===== src/include/pll_lock_defs.svh =====
// constants for the pll lock status and event register block
// assumes inclusion by bare name from any file that needs the map
`ifndef PLL_LOCK_DEFS_SVH
`define PLL_LOCK_DEFS_SVH

// register index on the internal register port
`define PLL_REG_ADDR_W 2
`define PLL_REG_STATUS_IDX 2'h0
`define PLL_REG_EVENT_IDX 2'h1
`define PLL_REG_UNLOCK_CNT_IDX 2'h2

// register data width and reset values
`define PLL_REG_DATA_W 8
`define PLL_STATUS_RST 8'h00
`define PLL_EVENT_RST 3'h0
`define PLL_UNLOCK_CNT_RST 4'h0

// field positions shared by status and event registers
`define PLL_BIT_LOCK 0
`define PLL_BIT_RAIL_LOW 1
`define PLL_BIT_RAIL_HIGH 2

// loss-of-lock counter width and its ceiling
`define PLL_CNT_W 4
`define PLL_CNT_MAX 4'hf
`define PLL_CNT_ZERO 4'h0

// read data for an unmapped index
`define PLL_UNMAPPED_RD 8'h00

`endif


===== src/include/pll_lock_pkg.sv =====
// types for the pll lock status and event register block
// assumes pll_lock_defs.svh is on the include path
`default_nettype none
`include "pll_lock_defs.svh"

package pll_lock_pkg;

    // one sample of the lock detector indications
    typedef struct packed {
        logic rail_high;
        logic rail_low;
        logic lock;
    } pll_ind_t;

    // write request on the register port
    typedef struct packed {
        logic wr;
        logic [`PLL_REG_ADDR_W-1:0] addr;
        logic [`PLL_REG_DATA_W-1:0] wdata;
    } reg_wr_t;

endpackage

`default_nettype wire


===== src/rtl/pll_lock_event_monitor.sv =====
// pll lock status, sticky events and loss-of-lock counter
// assumes analog detector outputs arrive asynchronously; register port on SYS_CLK
//
// Overview of operation
// - status bit 0 shows live lock indication
// - status bit 2 shows live rail-high condition
// - status bit 1 shows live rail-low condition
// - rail-high sets sticky event bit 2
// - rail-low sets sticky event bit 1
// - locked-to-unlocked edge sets event bit 0
// - write one clears flag; reserved bits zero
// - count lock deassertions, saturate at fifteen
// - single-shot mode holds lock once asserted
`timescale 1ns/10ps
`default_nettype none
`include "pll_lock_defs.svh"

module pll_lock_event_monitor (
    input wire logic SYS_CLK,
    input wire logic RST,
    input wire logic LOCK_RAW,
    input wire logic RAIL_HIGH_RAW,
    input wire logic RAIL_LOW_RAW,
    input wire logic SINGLE_SHOT_LOCK_SELECT,
    input wire logic REG_WR,
    input wire logic REG_RD,
    input wire logic [`PLL_REG_ADDR_W-1:0] REG_ADDR,
    input wire logic [`PLL_REG_DATA_W-1:0] REG_WDATA,
    output logic [`PLL_REG_DATA_W-1:0] REG_RDATA,
    output logic REG_RVALID,
    output logic LOCK_IND
);

    // saturating increment of the loss-of-lock counter
    function automatic logic [`PLL_CNT_W-1:0] sat_inc(input logic [`PLL_CNT_W-1:0] v);
        if (v == `PLL_CNT_MAX) begin
            sat_inc = v;
        end else begin
            sat_inc = v + `PLL_CNT_W'(1);
        end
    endfunction

    // raw detector bundle
    pll_lock_pkg::pll_ind_t raw_ind;
    // synchronised detector bundle
    pll_lock_pkg::pll_ind_t sync_ind;
    // write request bundle
    pll_lock_pkg::reg_wr_t wreq;

    // held lock for single-shot mode
    logic lock_held_r;
    // lock indication after mode selection
    logic lock_now;
    // previous lock indication, for edge detection
    logic lock_prev_r;
    // locked-to-unlocked edge
    logic lock_fall;
    // sticky event flags {rail_high, rail_low, loss_of_lock}
    logic [2:0] event_r;
    logic [2:0] event_nxt;
    // event sources this cycle
    logic [2:0] event_set;
    // write-one-to-clear mask this cycle
    logic [2:0] event_clr;
    // loss-of-lock counter
    logic [`PLL_CNT_W-1:0] unlock_cnt_r;
    logic [`PLL_CNT_W-1:0] unlock_cnt_nxt;
    // read data and valid
    logic [`PLL_REG_DATA_W-1:0] rdata_r;
    logic [`PLL_REG_DATA_W-1:0] rdata_nxt;
    logic rvalid_r;
    // status register image
    logic [`PLL_REG_DATA_W-1:0] status_img;

    assign raw_ind.lock = LOCK_RAW;
    assign raw_ind.rail_high = RAIL_HIGH_RAW;
    assign raw_ind.rail_low = RAIL_LOW_RAW;
    assign wreq.wr = REG_WR;
    assign wreq.addr = REG_ADDR;
    assign wreq.wdata = REG_WDATA;

    // detector outputs come from the analog side, so sync them first
    pin_sync u_sync (
        .clk(SYS_CLK),
        .rst(RST),
        .d_in(raw_ind),
        .q_out(sync_ind)
    );

    // single-shot hold: latches on first lock, released when mode is dropped
    always_ff @(posedge SYS_CLK) begin
        if (RST) begin
            lock_held_r <= 1'b0;
        end else if (!SINGLE_SHOT_LOCK_SELECT) begin
            lock_held_r <= 1'b0;
        end else if (sync_ind.lock) begin
            lock_held_r <= 1'b1;
        end
    end

    // in single-shot mode a later unlock is masked by the held value
    assign lock_now = sync_ind.lock | (SINGLE_SHOT_LOCK_SELECT & lock_held_r);

    // previous lock indication
    always_ff @(posedge SYS_CLK) begin
        if (RST) begin
            lock_prev_r <= 1'b0;
        end else begin
            lock_prev_r <= lock_now;
        end
    end

    // only a high-to-low transition counts, not a steady unlocked level
    assign lock_fall = lock_prev_r & ~lock_now;

    // event sources and clear mask
    always_comb begin
        event_set = 3'h0;
        event_set[`PLL_BIT_RAIL_HIGH] = sync_ind.rail_high;
        event_set[`PLL_BIT_RAIL_LOW] = sync_ind.rail_low;
        event_set[`PLL_BIT_LOCK] = lock_fall;
        event_clr = 3'h0;
        if (wreq.wr && wreq.addr == `PLL_REG_EVENT_IDX) begin
            // zeros in the write data leave flags alone
            event_clr = wreq.wdata[2:0];
        end
        // set after clear, so a coincident event survives the clear
        event_nxt = (event_r & ~event_clr) | event_set;
    end

    // sticky event flags
    always_ff @(posedge SYS_CLK) begin
        if (RST) begin
            event_r <= `PLL_EVENT_RST;
        end else begin
            event_r <= event_nxt;
        end
    end

    // counter next value; a software write takes priority over an increment
    always_comb begin
        unlock_cnt_nxt = unlock_cnt_r;
        if (wreq.wr && wreq.addr == `PLL_REG_UNLOCK_CNT_IDX) begin
            // zero clears, any other value presets
            unlock_cnt_nxt = wreq.wdata[`PLL_CNT_W-1:0];
        end else if (lock_fall) begin
            unlock_cnt_nxt = sat_inc(unlock_cnt_r);
        end
    end

    // loss-of-lock counter
    always_ff @(posedge SYS_CLK) begin
        if (RST) begin
            unlock_cnt_r <= `PLL_UNLOCK_CNT_RST;
        end else begin
            unlock_cnt_r <= unlock_cnt_nxt;
        end
    end

    // live status image, reserved bits zero
    always_comb begin
        status_img = `PLL_STATUS_RST;
        status_img[`PLL_BIT_LOCK] = lock_now;
        status_img[`PLL_BIT_RAIL_LOW] = sync_ind.rail_low;
        status_img[`PLL_BIT_RAIL_HIGH] = sync_ind.rail_high;
    end

    // read mux; unmapped index reads zero
    always_comb begin
        rdata_nxt = `PLL_UNMAPPED_RD;
        unique case (REG_ADDR)
            `PLL_REG_STATUS_IDX: rdata_nxt = status_img;
            `PLL_REG_EVENT_IDX: rdata_nxt = {5'h00, event_r};
            `PLL_REG_UNLOCK_CNT_IDX: rdata_nxt = {4'h0, unlock_cnt_r};
            default: rdata_nxt = `PLL_UNMAPPED_RD;
        endcase
    end

    // registered read data, held until the next read
    always_ff @(posedge SYS_CLK) begin
        if (RST) begin
            rdata_r <= `PLL_UNMAPPED_RD;
        end else if (REG_RD) begin
            rdata_r <= rdata_nxt;
        end
    end

    // one-cycle valid after each read strobe
    always_ff @(posedge SYS_CLK) begin
        if (RST) begin
            rvalid_r <= 1'b0;
        end else begin
            rvalid_r <= REG_RD;
        end
    end

    assign REG_RDATA = rdata_r;
    assign REG_RVALID = rvalid_r;
    // lock indication to the rest of the device; combinational on sync flops
    assign LOCK_IND = lock_now;

endmodule

`default_nettype wire


===== src/rtl/pin_sync.sv =====
// two flip-flop level synchroniser for a bundle of indications
// assumes the inputs are asynchronous to clk and change slowly
`timescale 1ns/10ps
`default_nettype none

module pin_sync (
    input wire logic clk,
    input wire logic rst,
    input wire pll_lock_pkg::pll_ind_t d_in,
    output pll_lock_pkg::pll_ind_t q_out
);

    // first stage: read only by the second stage
    pll_lock_pkg::pll_ind_t meta_r;
    // second stage: safe for logic
    pll_lock_pkg::pll_ind_t stable_r;

    // both stages clear at reset, so indications read low until sampled
    always_ff @(posedge clk) begin
        if (rst) begin
            meta_r <= '0;
            stable_r <= '0;
        end else begin
            meta_r <= d_in;
            stable_r <= meta_r;
        end
    end

    assign q_out = stable_r;

endmodule

`default_nettype wire


===== config.mk =====
export PLATFORM = sky130hd
export DESIGN_NAME = pll_lock_event_monitor
export DESIGN_NICKNAME = d
export VERILOG_FILES = /design/src/include/pll_lock_pkg.sv /design/src/rtl/pll_lock_event_monitor.sv /design/src/rtl/pin_sync.sv
export VERILOG_INCLUDE_DIRS = /design/src /design/src/include
export SDC_FILE = /design/constraint.sdc
export NUM_CORES = 1
export LEC_CHECK = 0
export BUFFER_PORTS_ARGS = -buffer_cell sky130_fd_sc_hd__buf_2
export CORE_UTILIZATION = 47
export DETAILED_ROUTE_END_ITERATION = 10
export HOLD_SLACK_MARGIN = 0.15
export PLACE_DENSITY_LB_ADDON = 0.05
export SLEW_MARGIN = 20
export SYNTH_ARGS = -nofsm -noshare
export SYNTH_HDL_FRONTEND = slang
export SYNTH_SLANG_ARGS = --single-unit

===== constraint.sdc =====
create_clock -name SYS_CLK -period 1.7 [get_ports SYS_CLK]
set_input_delay 0.085 -clock SYS_CLK [delete_from_list [all_inputs] [get_ports SYS_CLK]]
set_output_delay 0.085 -clock SYS_CLK [all_outputs]
set_load 0.02 [all_outputs]

Word-level counts from Yosys, hierarchy flattened
Cells that the tools add are included.

storage, ports and cells
  flip-flop bits (word level) = 24
  input bits = 18
  word-level logic and storage cells = 36
  output and inout bits = 10

cells by class
  equal/unequal tests = 4
  reduce and logical (&&, ||, !) cells = 6
  multiplexer cells = 5
  bitwise logic cells = 8
  $add $sub $neg = 1

operators with widths
  kind                   count
  $mux W4                3
  $pmux W4 S3            1
  $add A4 B1 Y4 const B  1
  $eq A4 B4 Y1 const B   1
  $and A3 B3 Y3          1
  $mux W3                1
  $not A3 Y3             1
  $or A3 B3 Y3           1
  $and A1 B1 Y1          2
  $eq A2 B1 Y1 const B   1
  $eq A2 B2 Y1 const B   1
  $logic_and A1 B1 Y1    2
  $logic_not A2 Y1       1
  $ne A2 B2 Y1 const B   1
  $not A1 Y1             2
  $reduce_and A2 Y1      1
  $reduce_bool A2 Y1     1
  $reduce_or A2 Y1       1
  $or A1 B1 Y1           1

Logic depth before layout (Yosys ltp)
  depth in word-level cells = 6
  depth in mapped cells = 5
  gate-level depth less buffers = 5

By module
Synthesis repeated with hierarchy kept, for this count alone.

unflattened totals
  cells, all modules = 90
  area, all modules = 815.8 um^2

modules (own cells, without submodules)
  module                  instances  area an instance (um^2)  seq. area each (um^2)  cells each
  pll_lock_event_monitor  1          658.1                    280.3                  78
  pin_sync                1          157.7                    120.1                  12

Worst setup path before layout
Ideal clock, no wire load.

  kind = reg2reg
  start = register lock_held_r
  end = register unlock_cnt_r[3]
  required time = 1.612 ns
  cell stages (with the launch flop) = 5
  path buffers = 0
  arrival time = 1.127 ns
  clock period less this slack = 1.215 ns
  setup slack = 0.485 ns
  library setup time = 0.088 ns
  cells stage by stage = dfxtp_1 > a21oi_4 > nand2_2 > or3_1 > a311oi_2

between the ends
  word-level cells in the longest chain between the ends = 6

ends and longest elaborated chain
  what                          RTL line                       text
  start, declared               pll_lock_event_monitor.sv:51   logic lock_held_r;
  start signal, assigned        pll_lock_event_monitor.sv:93   lock_held_r <= 1'b0;
  start signal, assigned        pll_lock_event_monitor.sv:95   lock_held_r <= 1'b0;
  start signal, assigned        pll_lock_event_monitor.sv:97   lock_held_r <= 1'b1;
  $and A1 B1 Y1                 pll_lock_event_monitor.sv:102  assign lock_now = sync_ind.lock | (SINGLE_SHOT_LOCK_SELECT & lock_held_r);
  $or A1 B1 Y1                  pll_lock_event_monitor.sv:102
  $not A1 Y1                    pll_lock_event_monitor.sv:114  assign lock_fall = lock_prev_r & ~lock_now;
  $and A1 B1 Y1                 pll_lock_event_monitor.sv:114
  $reduce_bool A2 Y1 (no line)  n/a
  $reduce_and A2 Y1 (no line)   n/a
  end signal, assigned          pll_lock_event_monitor.sv:154  unlock_cnt_r <= `PLL_UNLOCK_CNT_RST;
  end signal, assigned          pll_lock_event_monitor.sv:156  unlock_cnt_r <= unlock_cnt_nxt;
  end, declared                 pll_lock_event_monitor.sv:66   logic [`PLL_CNT_W-1:0] unlock_cnt_r;

No other way between the ends.
A chain may end at the register's enable or synchronous reset.

Worst setup path in the final report
  start = input SINGLE_SHOT_LOCK_SELECT
  end = register unlock_cnt_r[3]

between the ends
  word-level cells in the longest chain between the ends = 6

ends and longest elaborated chain
  what                          RTL line                       text
  start, declared               pll_lock_event_monitor.sv:24   input wire logic SINGLE_SHOT_LOCK_SELECT,
  $and A1 B1 Y1                 pll_lock_event_monitor.sv:102
  $or A1 B1 Y1                  pll_lock_event_monitor.sv:102
  $not A1 Y1                    pll_lock_event_monitor.sv:114
  $and A1 B1 Y1                 pll_lock_event_monitor.sv:114
  $reduce_bool A2 Y1 (no line)  n/a
  $reduce_and A2 Y1 (no line)   n/a

No other way between the ends.

==> results.toml <==
[floorplanning]
row_count = 14
initial_core_util_pct = 53.02
core_area_sq_mm = 0.001577
die_w_um = 44.17
die_area_sq_mm = 0.001951
ios = 28
fp.dieH_um = 44.17

[layout]
layout-drive-gt1-share_pct = 21.49
n_antenna_cell = 0
area_delta_synth_final_pct = 28.44
multiInputGateArea_sq_um = 397.9
nets = 141
seq_area_sq_um = 400.4
final.fill_count = 132

[worst_setup_path]
crit_start = "SINGLE_SHOT_LOCK_SELECT"
path_max_fanout = 6
endpoint_kind = "flop"
critical_path_class = "input port to flop"
path_cells = "dlygate4sd3_1 -> buf_2 -> a21oi_4 -> nand2_2 -> or3_1 -> a311oi_2"
cpPeakStageDelay_ns = 0.54
reg2reg_setup_slack_ns = 0.36
r2r_start = "lock_held_r$_SDFFE_PP0P_"
slowest_stage = "dlygate4sd3_1"
crit_path_start_kind = "input port"
worstPathArrival_ns = 1.68
worstPathRequired_ns = 1.92

[synthesis]
synth_seq_cells = 20
synth_area_per_cell_sq_um = 9.085
yosysWarnings = 0
netlist_area_sq_um = 835.8
synth_cell_types = 26
syn_inst = 92
yosysSeqAreaShare_pct = 47.90

[cts]
clock_sinks = 20
clock_tree.buffer_depth = 2
post_cts_buffers = 0
path_clk_slew_ns = 0.11
clkLatencyLatePin_ns = 0.30
numCtsBuffers = 3
cts_resized = 0
tritoncts = "yes"
ctsHtreeMaxLevel = 1
cts_root_buf = "clkbuf_4"

[sta]
max_freq_mhz = 685.8
rsz0062_at_grt = "false"
fin_skew_ns = 0.006641
finalMaxSlewViolations = 0
setup_violations = 0
final_hold_viol_count = 0
fin_crit_sh_pct = 85.77
fin_crit_ns = 1.458
tns_ns = 0

[power]
p_leak_nw = 0.4727
p_per_area_mw_per_mm2 = 938.5
p_total_w = 0.001008
vdd_drop_max_uv = 740.6

[detailed_routing]
vias_per_cell = 5.117
drt_pass1_iterations = 9
routedWlPerCell_um = 10.85
drt_wl_total_um = 1486
route.detailed.drc = 1
ant_nets = 0
drt_iter0_markers = 23
vias = 701

[global_routing]
grt_max_degree = 22
antenna_found_initial = 0
overflow = 0
grt_pass1_vias = 617
grt_usage_pct = 17.19
grt_pass1_wl_um = 2456

[placed_design]
hpwlAfterDp_um = 1008
portBuffers = 19
place_congestion = 0.7122

[run_status]
violations = "design-rule violations"
status = "complete, but fails checks"

[worst_hold_path]
min_from = "REG_ADDR[1]"
worstHoldPathType = "input port to flop"

[run]
drv_cap = 0
-- final timing paths --
kind,endpoint,cells after the start
min reg2reg,u_sync.q_out[2]$_SDFF_PP0_,1
max,unlock_cnt_r[3]$_SDFFE_PP0P_,6
min,REG_RDATA[1]$_SDFFE_PP0P_,4
max reg2reg,unlock_cnt_r[3]$_SDFFE_PP0P_,4
-- placed cells by master, fill, tap and decap left out, types with 2 or more instances in the layout --
cell type | netlist | final
dfxtp_1 | 20 | 20
nand3_1 | 5 | 5
clkbuf_4 | 0 | 3
nor2_1 | 12 | 12
nand2b_1 | 4 | 4
dlygate4sd3_1 | 0 | 10
a21oi_1 | 6 | 6
a211oi_1 | 5 | 5
nand2_1 | 6 | 6
nor2b_1 | 8 | 8
mux2i_1 | 4 | 4
buf_2 | 0 | 19
conb_1 | 1 | 4
inv_1 | 2 | 2
-- state kept, by name, indices dropped and copies added (netlist names) --
signal	flops
unlock_cnt_r	4
lock_held_r	1
lock_prev_r	1
u_sync.meta_r	3
REG_RDATA	4
REG_RVALID	1
event_r	3
u_sync.q_out	3
-- cells in the mapped netlist --
master | number | share of area (%)
inv_1 | 2 | 0.90
nand2b_1 | 4 | 3.0
or3_1 | 1 | 0.75
a211oi_1 | 5 | 4.5
conb_1 | 1 | 0.45
ha_1 | 1 | 1.5
buf_4 | 4 | 3.6
xor2_1 | 1 | 1.0
and3b_1 | 1 | 1.0
a22oi_1 | 1 | 0.90
nand2_2 | 1 | 0.75
mux2i_1 | 4 | 4.8
clkbuf_1 | 2 | 0.90
o21ai_0 | 1 | 0.60
a21oi_4 | 1 | 1.9
nand3_1 | 5 | 3.0
a311oi_2 | 1 | 1.8
o22ai_1 | 1 | 0.75
nand2_1 | 6 | 2.7
dfxtp_1 | 20 | 48
buf_1 | 1 | 0.45
nor3b_1 | 1 | 0.90
nor2b_1 | 8 | 6.0
o31ai_1 | 1 | 0.90
nor2_1 | 12 | 5.4
a21oi_1 | 6 | 3.6
-- power breakdown --
part,total (W),switching [W],internal [W]
clock,0.000385,0.000147,0.000238
combinational,0.000118,0.0000614,0.0000561
sequential,0.000505,0.0000142,0.000491
total,0.00101,0.000222,0.000785
-- through the flow --
| step | cell area [sq um] | hold WS, ns | setup slack, ns | utilization, % | cells |
|---|---|---|---|---|---|
| 2_1_floorplan | 847.1 | 0.2132 | 0.4850 | - | 95 |
| 3_3_place_gp | 920.9 | 0.2962 | 0.4264 | 58.41 | 123 |
| 3_5_place_dp | 920.9 | 0.3029 | 0.3978 | 58.41 | 123 |
| 4_1_cts | 1074 | 0.1597 | 0.2652 | 68.10 | 137 |
| 5_1_grt | 1074 | 0.1855 | 0.1751 | 68.10 | 137 |
| 6_report | 1074 | 0.1714 | 0.2419 | 68.10 | 137 |
-- final cells by class --
cell class	count	area share [%]
sequential	20	37.30
multi-input combinational	66	37.06
timing repair buffer	29	18.18
clock inverter	1	2.797
clock buffer	3	2.098
tap	16	1.865
inverter	2	0.6993
-- kinds of logic after synthesis --
kind of cell | after synthesis | synth area share (%)
AND/OR/NAND/NOR | 39 | 23.50
flip-flops | 20 | 47.90
AO/OA/AOI/OAI | 17 | 14.97
buffers and inverters | 9 | 5.839
multiplexers | 4 | 4.791
adder cells (fa/ha/maj) | 1 | 1.497
other | 1 | 0.4487
XOR/XNOR | 1 | 1.048
-- critical path, delay by kind of cell --
kind                   cells  cell delay, ns
AO/OA/AOI/OAI              2            0.46
AND/OR/NAND/NOR            2            0.46
buffers and inverters      2            0.68
-- repair_timing --
action	4_1_cts	5_1_grt
hold buffers	10	0
endpoints found under the setup margin	0	0
hold endpoints to repair	17	0
-- metal layers --
metal	track usage, %	routed length, um	up-vias
li1	-	-	361
met1	18.21	681	318
met2	31.47	718	20
met3	7.347	75	2
met4	3.636	10	0
met5	0	0	-
Power figures use the tool's default switching activity.
